--- config.mk ---
export PLATFORM = sky130hd
export DESIGN_NAME = rsl_strap_latch
export DESIGN_NICKNAME = d
export VERILOG_FILES = /design/src/design/rsl_pkg.sv /design/src/design/rsl_sync.sv /design/src/design/rsl_mode_dec.sv /design/src/design/rsl_strap_latch.sv
export SDC_FILE = /design/constraint.sdc
export NUM_CORES = 1
export LEC_CHECK = 0
export BUFFER_PORTS_ARGS = -buffer_cell sky130_fd_sc_hd__buf_2
export CAP_MARGIN = 0
export CORE_MARGIN = 1
export CORE_UTILIZATION = 45
export DETAILED_ROUTE_END_ITERATION = 8
export GPL_ROUTABILITY_DRIVEN = 0
export PLACE_DENSITY = 0.75
export SLEW_MARGIN = 20
export SYNTH_ARGS = -nofsm -noshare
export SYNTH_HDL_FRONTEND = slang
export SYNTH_SLANG_ARGS = --single-unit
--- constraint.sdc ---
create_clock -name mclk -period 1.1 [get_ports mclk]
set_input_delay 0.055 -clock mclk [delete_from_list [all_inputs] [get_ports mclk]]
set_output_delay 0.055 -clock mclk [all_outputs]
set_load 0.02 [all_outputs]
--- src/design/rsl_pkg.sv ---
package rsl_pkg;
	localparam int         STRAP_W       = 8;
	localparam int         ADDR_W        = 5;
	localparam int         RADDR_W       = 4;
	localparam int         RDATA_W       = 16;
	localparam int         ADV_W         = 4;

	// Pin order on the strap bus
	localparam int         PIN_ADDR_LO   = 0;
	localparam int         PIN_ABIL_LOW  = 5;
	localparam int         PIN_ABIL_HIGH = 6;
	localparam int         PIN_NEG_EN    = 7;

	// Values seen with only the internal pulls, and the address that isolates the MII
	localparam logic [4:0] ADDR_DEFAULT  = 5'h01;
	localparam logic [2:0] NEG_DEFAULT   = 3'h7;
	localparam logic [4:0] ISOLATE_ADDR  = 5'h00;

	// Register offsets on the plain port
	localparam logic [3:0] OFS_CTRL      = 4'h0;
	localparam logic [3:0] OFS_BASIC     = 4'h1;
	localparam logic [3:0] OFS_ADV       = 4'h2;
	localparam logic [3:0] OFS_STRAP     = 4'h3;

	// Field positions
	localparam int         CTRL_ISO_BIT  = 5;
	localparam int         BAS_NEG_BIT   = 0;
	localparam int         BAS_SPD_BIT   = 1;
	localparam int         BAS_DPX_BIT   = 2;
	localparam int         STR_VAL_BIT   = 8;

	// Advertisement bits: {100 full, 100 half, 10 full, 10 half}
	localparam logic [3:0] ADV_10_BOTH   = 4'h3;
	localparam logic [3:0] ADV_100_BOTH  = 4'hc;
	localparam logic [3:0] ADV_HALF_BOTH = 4'h5;
	localparam logic [3:0] ADV_ALL       = 4'hf;

	typedef enum logic [1:0] {
		RSL_ST_CAPTURE = 2'b00,
		RSL_ST_RUN     = 2'b01
	} rsl_state_e;
endpackage

--- src/design/rsl_sync.sv ---
`timescale 1ns/1ns
module rsl_sync #(
	parameter int W = 8
) (
	input  wire logic         mclk,
	input  wire logic [W-1:0] d,
	output logic      [W-1:0] q
);
	typedef struct packed {
		logic [W-1:0] meta;
		logic [W-1:0] hold;
	} rsl_sync_s;

	rsl_sync_s st_ff;
	rsl_sync_s nxt_st;

	// No reset: the pins must be followed while hardware reset is held
	always_comb begin
		nxt_st      = st_ff;
		nxt_st.meta = d;
		nxt_st.hold = st_ff.meta;
	end

	always_ff @(posedge mclk) begin
		st_ff <= nxt_st;
	end

	assign q = st_ff.hold;
endmodule

--- src/design/rsl_mode_dec.sv ---
`timescale 1ns/1ns
module rsl_mode_dec (
	input  wire logic       abil_high,
	input  wire logic       abil_low,
	output logic            speed_100,
	output logic            full_duplex,
	output logic      [3:0] adv
);
	always_comb begin
		speed_100   = abil_high;
		full_duplex = abil_low;
		case ({abil_high, abil_low})
			2'h0: begin
				adv = rsl_pkg::ADV_10_BOTH;
			end
			2'h1: begin
				adv = rsl_pkg::ADV_100_BOTH;
			end
			2'h2: begin
				adv = rsl_pkg::ADV_HALF_BOTH;
			end
			default: begin
				adv = rsl_pkg::ADV_ALL;
			end
		endcase
	end
endmodule

--- src/design/rsl_strap_latch.sv ---
// Decided for this implementation: the register addresses and the address-and-strobe port.
`timescale 1ns/1ns
module rsl_strap_latch (
	input  wire logic        mclk,
	input  wire logic        rst_b,
	input  wire logic  [7:0] strap_pin_in,
	output logic       [7:0] strap_pin_out,
	output logic       [7:0] strap_pin_oe,
	input  wire logic  [4:0] mii_func_out,
	input  wire logic  [2:0] indicator_func_out,
	input  wire logic  [3:0] reg_addr,
	input  wire logic [15:0] reg_wdata,
	input  wire logic        reg_wr,
	input  wire logic        reg_rd,
	output logic      [15:0] reg_rdata,
	output logic             straps_valid,
	output logic             mii_isolate,
	output logic       [4:0] mgmt_addr,
	output logic             an_enable,
	output logic             speed_100,
	output logic             full_duplex,
	output logic       [3:0] adv_abilities
);
	typedef struct packed {
		rsl_pkg::rsl_state_e state;
		logic [4:0]          addr;
		logic                isolate;
		logic                neg_en;
		logic                spd;
		logic                dpx;
		logic [3:0]          adv;
		logic [7:0]          raw;
		logic [15:0]         rdata;
		logic [7:0]          pout;
		logic [7:0]          poe;
	} rsl_latch_s;

	rsl_latch_s st_ff;
	rsl_latch_s nxt_st;
	logic [7:0] pin_sync;
	logic       dec_spd;
	logic       dec_dpx;
	logic [3:0] dec_adv;

	////////////////////////////////////////////////////////////////////////
	// pins synchronised
	rsl_sync #(
		.W (rsl_pkg::STRAP_W)
	) u_sync (
		.mclk (mclk),
		.d    (strap_pin_in),
		.q    (pin_sync)
	);

	rsl_mode_dec u_dec (
		.abil_high   (pin_sync[rsl_pkg::PIN_ABIL_HIGH]),
		.abil_low    (pin_sync[rsl_pkg::PIN_ABIL_LOW]),
		.speed_100   (dec_spd),
		.full_duplex (dec_dpx),
		.adv         (dec_adv)
	);

	////////////////////////////////////////////////////////////////////////
	always_comb begin
		nxt_st       = st_ff;
		nxt_st.rdata = '0;
		case (st_ff.state)
			rsl_pkg::RSL_ST_CAPTURE: begin
				nxt_st.raw   = pin_sync;
				nxt_st.addr  = pin_sync[rsl_pkg::PIN_ADDR_LO +: rsl_pkg::ADDR_W];
				nxt_st.isolate = (pin_sync[rsl_pkg::PIN_ADDR_LO +: rsl_pkg::ADDR_W]
					== rsl_pkg::ISOLATE_ADDR);
				nxt_st.neg_en = pin_sync[rsl_pkg::PIN_NEG_EN];
				nxt_st.spd    = dec_spd;
				nxt_st.dpx    = dec_dpx;
				nxt_st.adv    = dec_adv;
				nxt_st.state  = rsl_pkg::RSL_ST_RUN;
			end
			rsl_pkg::RSL_ST_RUN: begin
				nxt_st.pout = {indicator_func_out, mii_func_out};
				// Isolated MII keeps its outputs off
				nxt_st.poe  = {3'h7, {5{~st_ff.isolate}}};
				if (reg_wr) begin
					case (reg_addr)
						rsl_pkg::OFS_CTRL: begin
							nxt_st.addr = reg_wdata[rsl_pkg::ADDR_W-1:0];
						end
						rsl_pkg::OFS_BASIC: begin
							nxt_st.neg_en = reg_wdata[rsl_pkg::BAS_NEG_BIT];
							nxt_st.spd    = reg_wdata[rsl_pkg::BAS_SPD_BIT];
							nxt_st.dpx    = reg_wdata[rsl_pkg::BAS_DPX_BIT];
						end
						rsl_pkg::OFS_ADV: begin
							nxt_st.adv = reg_wdata[rsl_pkg::ADV_W-1:0];
						end
						default: begin
							nxt_st.state = st_ff.state;
						end
					endcase
				end
			end
			default: begin
				nxt_st.state = rsl_pkg::RSL_ST_CAPTURE;
			end
		endcase
		if (reg_rd) begin
			case (reg_addr)
				rsl_pkg::OFS_CTRL: begin
					nxt_st.rdata[rsl_pkg::ADDR_W-1:0]     = st_ff.addr;
					nxt_st.rdata[rsl_pkg::CTRL_ISO_BIT]   = st_ff.isolate;
				end
				rsl_pkg::OFS_BASIC: begin
					nxt_st.rdata[rsl_pkg::BAS_NEG_BIT] = st_ff.neg_en;
					nxt_st.rdata[rsl_pkg::BAS_SPD_BIT] = st_ff.spd;
					nxt_st.rdata[rsl_pkg::BAS_DPX_BIT] = st_ff.dpx;
				end
				rsl_pkg::OFS_ADV: begin
					nxt_st.rdata[rsl_pkg::ADV_W-1:0] = st_ff.adv;
				end
				rsl_pkg::OFS_STRAP: begin
					nxt_st.rdata[rsl_pkg::STRAP_W-1:0] = st_ff.raw;
					nxt_st.rdata[rsl_pkg::STR_VAL_BIT]  = (st_ff.state == rsl_pkg::RSL_ST_RUN);
				end
				default: begin
					nxt_st.rdata = '0;
				end
			endcase
		end
	end

	////////////////////////////////////////////////////////////////////////
	always_ff @(posedge mclk or negedge rst_b) begin
		if (!rst_b) begin
			st_ff.state   <= rsl_pkg::RSL_ST_CAPTURE;
			st_ff.addr    <= rsl_pkg::ADDR_DEFAULT;
			st_ff.isolate <= 1'b0;
			st_ff.neg_en  <= rsl_pkg::NEG_DEFAULT[2];
			st_ff.spd     <= rsl_pkg::NEG_DEFAULT[1];
			st_ff.dpx     <= rsl_pkg::NEG_DEFAULT[0];
			st_ff.adv     <= rsl_pkg::ADV_ALL;
			st_ff.raw     <= {rsl_pkg::NEG_DEFAULT, rsl_pkg::ADDR_DEFAULT};
			st_ff.rdata   <= '0;
			st_ff.pout    <= '0;
			st_ff.poe     <= '0;
		end else begin
			st_ff <= nxt_st;
		end
	end

	assign strap_pin_out = st_ff.pout;
	assign strap_pin_oe  = st_ff.poe;
	assign reg_rdata     = st_ff.rdata;
	assign straps_valid  = (st_ff.state == rsl_pkg::RSL_ST_RUN);
	assign mii_isolate   = st_ff.isolate;
	assign mgmt_addr     = st_ff.addr;
	assign an_enable     = st_ff.neg_en;
	assign speed_100     = st_ff.spd;
	assign full_duplex   = st_ff.dpx;
	assign adv_abilities = st_ff.adv;
endmodule

==> flow_metrics.py, run 1 <==
metrics = {
    "clocking": {
        "clk_pin_slew_ns": 0.06,
        "cts_tree": "done",
        "cts-htree-levels": 3,
        "root_buffer": "clkbuf_8",
        "numCtsBuffers": 9,
        "cts_buffer_depth": 2,
        "insertion_delay_ns": 0.33,
        "cts_num_sinks": 57,
    },
    "worst_setup_path": {
        "cpMostUsedCell": "buf_6",
        "end_kind": "output port",
        "cp_max_fo": 2,
        "worstPathRequired_ns": 1.04,
        "worstRegToRegCells": 2,
        "path_class": "flop to output port",
        "cp_data_arrival_time_ns": 1.08,
        "timing.rr.start": "u_sync.q[0]$_DFF_P_",
        "ff2ff_setup_slack_ns": -0.01,
        "cpPeakStageDelay_ns": 0.54,
        "timing.rr.end": "mii_isolate$_DFFE_PN0N_",
        "critPathSlowestCell": "dfstp_2",
        "cp_top_family": "flip-flops",
        "crit_cells": 2,
        "crit_chain": "buf_6, buf_6",
        "cp_num_buf_inv": 2,
        "cp-start-kind": "flop",
    },
    "route": {
        "wire_per_inst_microns": 14.2,
        "drc": 0,
        "antenna_left": 0,
        "wl_mm": 5.47,
        "viasPerCell": 4.85,
        "vias": 1864,
        "dr.pass1.iters": 4,
        "drtIter0Drc": 139,
    },
    "sta": {
        "fmax_mhz": 884,
        "hold_violations": 0,
        "hold_slack_ns": 0.0224,
        "min_period_ns": 1.13,
        "finalSetupViolations": 8,
        "fin_ws_ns": -0.0308,
        "finalCritPeriodShare_pct": 103,
        "maxSlewViolCount": 0,
        "rsz0062_at_grt": "yes",
        "finClkSkew_ns": 0.00462,
    },
    "die": {
        "start_util_pct": 46.7,
        "core_sq_um": 5470,
        "fp-row-count": 27,
        "die_w_microns": 77.3,
        "die-area_sq_um": 5980,
        "io_pins": 86,
        "die_h_microns": 77.3,
    },
    "placed_design": {
        "place_area_sq_um": 2850,
        "portBuffers": 67,
        "detailed_place_hpwl_mm": 3.40,
    },
    "power": {
        "p_leak_nw": 1.59,
        "ir_drop_v": 0.000955,
        "powerDensity_nw_per_um2": 1430,
        "power_mw": 4.94,
    },
    "min_path": {
        "min_path_cells": 3,
        "min-delay-start": "reg_wdata[4]",
        "hold_end": "mgmt_addr[4]$_DFFE_PN0P_",
        "worstHoldPathType": "primary input to flop",
    },
    "synth": {
        "synthFlopType": "dfrtp_1",
        "syn_area_sq_um": 2550,
        "synth_top_cells_by_area": "dfrtp_1 28%, dfxtp_1 13%, dfstp_2 12%, buf_4 12%, mux2_2 6.2%",
        "ys_async_sr_fraction_pct": 71.9,
        "syn_area_per_cell_sq_um": 11.7,
        "synth_edf_count": 0,
        "yosys_warnings": 0,
        "syn_inst": 219,
        "seq_area_frac_synth_pct": 53.3,
        "ys_types": 33,
        "ys_ff_latch": 57,
        "yosys.area.top_type": "dfrtp_1",
        "netlist.area_leader.share_pct": 28.4,
    },
    "grt": {
        "grt_pass1_wl_mm": 8.22,
        "grt_max_degree": 36,
        "gr-total-overflow": 0,
        "grt_pass1_vias": 1680,
        "grt_antenna_before_repair": 0,
        "grtUsageTotal_pct": 18.3,
    },
    "cells_and_area": {
        "drive_gt1_share_pct": 53.8,
        "antenna_cells": 0,
        "nets": 351,
        "syn_to_final_growth_pct": 35.0,
        "postLayoutCellArea_sq_um": 3450,
    },
    "outcome": {
        "violations": "setup timing",
        "outcome": "finished, violations left",
    },
    "job": {
        "maxCapViolations": 0,
    },
}
## worst min-delay path, cell delays in order
cell     delay (ns)
buf_2          0.10
nand3_1        0.07
a31oi_1        0.08
## state kept, by name, indices dropped and copies added, names as in the netlist
register	count
mgmt_addr	5
u_sync.nxt_st	8
an_enable	1
full_duplex	1
st_ff	9
strap_pin_out	8
speed_100	1
u_sync.q	8
strap_pin_oe	2
mii_isolate	1
adv_abilities	4
reg_rdata	9
## through the flow
| stage | util, % | setup TNS (ns) | setup slack [ns] | std cells |
|---|---|---|---|---|
| final | 63.0 | -0.0711 | -0.0308 | 384 |
| after global routing | 63.0 | -0.413 | -0.0629 | 384 |
| after CTS | 60.5 | -0.0658 | -0.0339 | 379 |
| after detailed placement | 52.1 | -0.933 | -0.116 | 338 |
| after global placement | 52.1 | -0.610 | -0.0692 | 338 |
| after floorplan | - | -0.0398 | -0.0101 | 225 |
## worst max-delay path by stage
stage                                            start                       end  slack (ns)
after floorplan                            reg_addr[0]  mgmt_addr[4]$_DFFE_PN0P_       -0.01
after global placement                     reg_addr[2]     speed_100$_DFFE_PN1P_       -0.07
after detailed placement                   reg_addr[2]     an_enable$_DFFE_PN1P_       -0.12
after CTS                 adv_abilities[1]$_DFFE_PN1P_          adv_abilities[1]       -0.03
after global routing      adv_abilities[0]$_DFFE_PN1P_          adv_abilities[0]       -0.06
final                     adv_abilities[0]$_DFFE_PN1P_          adv_abilities[0]       -0.03
## area by class of cell
cell class	count	area, sq um
tap	72	90.1
timing repair buffer	124	952
multi-input combinational	111	853
fill	432	2020
sequential	57	1360
inverter	4	15.0
clock inverter	3	15.0
clock buffer	13	159
## Yosys cell counts, types with 2 or more instances
cell	n
buf_4	41
buf_2	4
mux4_1	3
buf_6	2
mux2i_1	2
nor2_1	11
nand2_1	6
dfrtp_1	29
ha_1	4
o21ai_2	9
a21oi_1	2
nand3_1	12
dfxtp_1	16
nor2b_1	6
or3b_2	2
dfstp_2	12
clkbuf_1	6
mux2_2	14
and2_1	3
inv_1	4
nand4_1	3
a31oi_1	12
o21ai_0	5
conb_1	2
## per-layer routing
metal / up-vias / track usage, % / part of all wire [%]
met5: - / 0 / 0
met2: 87 / 28.9 / 51
met1: 897 / 22.7 / 41
met3: 6 / 6.35 / 6.8
li1: 874 / - / -
met4: 0 / 7.74 / 1.0
## cell families (layout without fill, tap and decap cells)
logic type,Yosys count,in the layout,share of synthesized area [%]
AOI/OAI and AO/OA,30,30,7.99
adders and majority gates,4,4,1.96
buffers and inverters,57,144,15.2
DFF,57,57,53.3
muxes,19,19,10.0
other,2,8,0.294
and+or+nand+nor,50,50,11.2
## placed cells by master (no fill, tap or decap), drive strengths merged, types with 6 or more instances in the layout
cell type    instances
nand3               12
nand2                6
clkbuf              15
mux2                14
nor2                11
conb                 8
dfrtp               29
a31oi               12
dlygate4sd3         21
dfstp               12
nor2b                6
o21ai               14
dfxtp               16
buf                101
## power by group
| group | switching, mW | total, mW | internal, mW |
|---|---|---|---|
| Sequential | 0.0910 | 2.36 | 2.27 |
| Clock | 0.771 | 1.70 | 0.929 |
| Combinational | 0.428 | 0.885 | 0.457 |
| Total | 1.29 | 4.94 | 3.65 |
## what timing repair did
item	CTS	global route
endpoints found under the setup margin	7	17
buffers inserted	4	3
hold buffers	21	0
pin swaps	0	1
resized for setup	15	15
cloned	0	2
endpoints found under the hold margin	52	0
Note: power is estimated with default switching activity, not from simulation.
==> run 2: changes to the inputs <==
--- a/config.mk
+++ b/config.mk
@@ -5,13 +5,14 @@
 export SDC_FILE = /design/constraint.sdc
 export NUM_CORES = 1
 export LEC_CHECK = 0
+export ABC_AREA = 1
 export BUFFER_PORTS_ARGS = -buffer_cell sky130_fd_sc_hd__buf_2
 export CAP_MARGIN = 0
 export CORE_MARGIN = 1
 export CORE_UTILIZATION = 45
 export DETAILED_ROUTE_END_ITERATION = 8
 export GPL_ROUTABILITY_DRIVEN = 0
-export PLACE_DENSITY = 0.75
+export PLACE_DENSITY = 0.76
 export SLEW_MARGIN = 20
 export SYNTH_ARGS = -nofsm -noshare
 export SYNTH_HDL_FRONTEND = slang
==> run 2 against run 1 <==
  * Sequential share of layout area grew 1.9 points
  * Largest power group unchanged
  * Highest routed layer unchanged
  * Maximum frequency is 0.74% lower
  * Largest cell class unchanged
  * Clock skew grew 0.0044 ns
  * Synthesized cell count rose by 28%
  * Cell count rose by 10%
  * The run still ends with setup timing left
  * Routed wire length decreased by 4.3%
==> flow_metrics.py, run 2 <==
metrics = {
    "outcome": {
        "outcome": "finished, violations left",
        "violations": "setup timing",
    },
    "job": {
        "maxCapViolations": 0,
    },
    "synth": {
        "syn_area_sq_um": 2530,
        "ys_ff_latch": 57,
        "ys_types": 26,
        "netlist_top_cells_count": "94 x nand2_1, 41 x buf_4, 30 x nand3_1",
        "netlist.area_leader.share_pct": 28.6,
        "ys_async_sr_fraction_pct": 71.9,
        "yosys_warnings": 0,
        "syn_area_per_cell_sq_um": 9.02,
        "synthFlopType": "dfrtp_1",
        "synth_top_cells_by_area": "dfrtp_1 29%, nand2_1 14%, dfxtp_1 13%, dfstp_2 12%, buf_4 12%",
        "yosys.area.top_type": "dfrtp_1",
        "yosysMostFrequentCell": "nand2_1",
        "synth_edf_count": 0,
        "seq_area_frac_synth_pct": 53.7,
        "syn_inst": 281,
    },
    "worst_setup_path": {
        "timing.rr.start": "st_ff[53]$_DFFE_PN0N_",
        "ff2ff_setup_slack_ns": -0.03,
        "timing.rr.end": "strap_pin_out[6]$_DFFE_PN0P_",
        "cp_data_arrival_time_ns": 1.08,
        "cp_max_fo": 5,
        "worstPathRequired_ns": 1.04,
        "cpPeakStageDelay_ns": 0.48,
        "cp_num_buf_inv": 2,
        "crit_chain": "buf_8, buf_6",
        "critPathSlowestCell": "dfrtp_2",
        "end_kind": "output port",
        "cp-start-kind": "flop",
        "path_class": "flop to output port",
        "crit_cells": 2,
        "worstRegToRegCells": 4,
        "cp_top_family": "flip-flops",
    },
    "route": {
        "vias": 1968,
        "wl_mm": 5.24,
        "antenna_left": 0,
        "wire_per_inst_microns": 12.3,
        "dr.pass1.iters": 4,
        "viasPerCell": 4.64,
        "drc": 0,
        "drtIter0Drc": 148,
    },
    "cells_and_area": {
        "syn_to_final_growth_pct": 29.9,
        "mostFrequentLayoutCell": "nand2_1",
        "instances_no_fill": 424,
        "nets": 393,
        "drive_gt1_share_pct": 42.9,
        "layout_common_cells": "75 x nand2_1, 58 x buf_2, 30 x nand3_1",
        "final_util_pct": 62.5,
        "antenna_cells": 0,
    },
    "sta": {
        "finalCritPeriodShare_pct": 104,
        "finalSetupViolations": 12,
        "finClkSkew_ns": 0.00904,
        "min_period_ns": 1.14,
        "hold_violations": 0,
        "fmax_mhz": 878,
        "rsz0062_at_grt": "yes",
        "fin_ws_ns": -0.0392,
        "maxSlewViolCount": 0,
    },
    "clocking": {
        "clk_pin_slew_ns": 0.07,
        "cts-htree-levels": 3,
        "root_buffer": "clkbuf_8",
        "cts_buffer_depth": 2,
        "cts_num_sinks": 57,
        "insertion_delay_ns": 0.33,
        "numCtsBuffers": 9,
        "cts_tree": "done",
    },
    "grt": {
        "grt_antenna_before_repair": 0,
        "grt_pass1_wl_mm": 8.08,
        "gr-total-overflow": 0,
        "grt_pass1_vias": 1805,
        "grt_max_degree": 38,
        "grtUsageTotal_pct": 17.9,
    },
    "die": {
        "start_util_pct": 48.1,
        "die-area_sq_um": 5940,
        "die_w_microns": 77.1,
        "die_h_microns": 77.1,
        "core_sq_um": 5270,
        "io_pins": 86,
        "fp-row-count": 26,
    },
    "power": {
        "ir_drop_v": 0.000851,
        "p_leak_nw": 1.70,
        "powerDensity_nw_per_um2": 1530,
    },
    "min_path": {
        "worstHoldPathType": "primary input to flop",
        "min-delay-start": "reg_wdata[4]",
        "hold_end": "mgmt_addr[4]$_DFFE_PN0P_",
        "min_path_cells": 5,
    },
    "placed_design": {
        "portBuffers": 67,
        "dp_cells": 379,
        "detailed_place_hpwl_mm": 3.30,
    },
}
-- run 2: changes by cell type after synthesis, sizes merged, moves of 4 or more --
cell / previous run / this run
mux2: 14 / 0
a31oi: 12 / 0
nand3: 12 / 33
nand2: 6 / 98
o21ai: 14 / 6
inv: 4 / 11
clkbuf: 6 / 2
nor2b: 6 / 0
-- run 2: logic make-up (layout without fill, tap and decap cells) --
family | Yosys count | in the layout | synth area share (%)
AOI/OAI and AO/OA | 10 | 10 | 2.17
adders and majority gates | 4 | 4 | 1.97
buffers and inverters | 61 | 128 | 15.9
DFF | 57 | 57 | 53.7
other | 2 | 8 | 0.296
and+or+nand+nor | 147 | 147 | 25.9
-- run 2: cell type report --
cell class              count  area [sq um]
well taps                  70          87.6
repair inverters            1          7.51
multi-input cells         169           860
clock inverters             5          55.1
repair buffers            100           732
fillers                   430          1980
clock buffers              11           141
inverters                  11          45.0
flip-flops and latches     57          1370
-- run 2: power breakdown --
part	total [mW]	internal, mW	leakage (nW)	switching, mW
logic	0.779	0.333	0.980	0.446
registers	2.37	2.27	0.623	0.0987
clock network	1.90	1.10	0.0953	0.806
total	5.05	3.70	1.70	1.35
-- run 2: repair_timing --
item | 4_1_cts | 5_1_grt
gates cloned | 0 | 2
hold buffers | 18 | 0
pin swaps | 0 | 10
hold endpoints to repair | 58 | 0
gates resized for setup | 12 | 35
buffers inserted | 3 | 6
setup endpoints to repair | 19 | 28
-- run 2: how the worst max path moves through the flow --
stage / slack (ns) / start / endpoint
floorplan: 0.02 / st_ff[53]$_DFFE_PN0N_ / adv_abilities[3]$_DFFE_PN1P_
global placement: 0.01 / st_ff[53]$_DFFE_PN0N_ / strap_pin_out[0]$_DFFE_PN0P_
detailed placement: -0.02 / st_ff[53]$_DFFE_PN0N_ / strap_pin_out[6]$_DFFE_PN0P_
CTS: -0.008 / st_ff[53]$_DFFE_PN0N_ / straps_valid
global route: -0.07 / st_ff[53]$_DFFE_PN0N_ / strap_pin_out[6]$_DFFE_PN0P_
finish: -0.04 / st_ff[53]$_DFFE_PN0N_ / straps_valid
-- run 2: worst reg2reg max path, stage by stage, from the launching register on --
cell	delay, ns
dfrtp_2	0.48
clkinvlp_4	0.23
buf_6	0.20
nand2_2	0.07
nand2_2	0.05
-- run 2: per-stage QoR --
step	hold WS, ns	setup TNS (ns)	instance area [sq um]	total power, mW	setup slack (ns)
final	0.0156	-0.140	3290	5.05	-0.0392
after global routing	0.0400	-0.830	3290	5.29	-0.0662
after CTS	0.00497	-0.0159	3130	5.00	-0.00805
after detailed placement	-0.117	-0.0779	2700	3.00	-0.0160
after global placement	-0.116	0	2700	2.99	0.0128
after floorplan	-0.241	0	2570	2.87	0.0249
-- run 2: per-layer routing --
metal  vias up  global-route usage, %  routed length [microns]
li1        969                      -                        -
met1       917                   22.1                     2230
met2        69                   27.1                     2580
met3        13                   5.60                      284
met4         0                   10.9                      142
met5         -                      0                        0
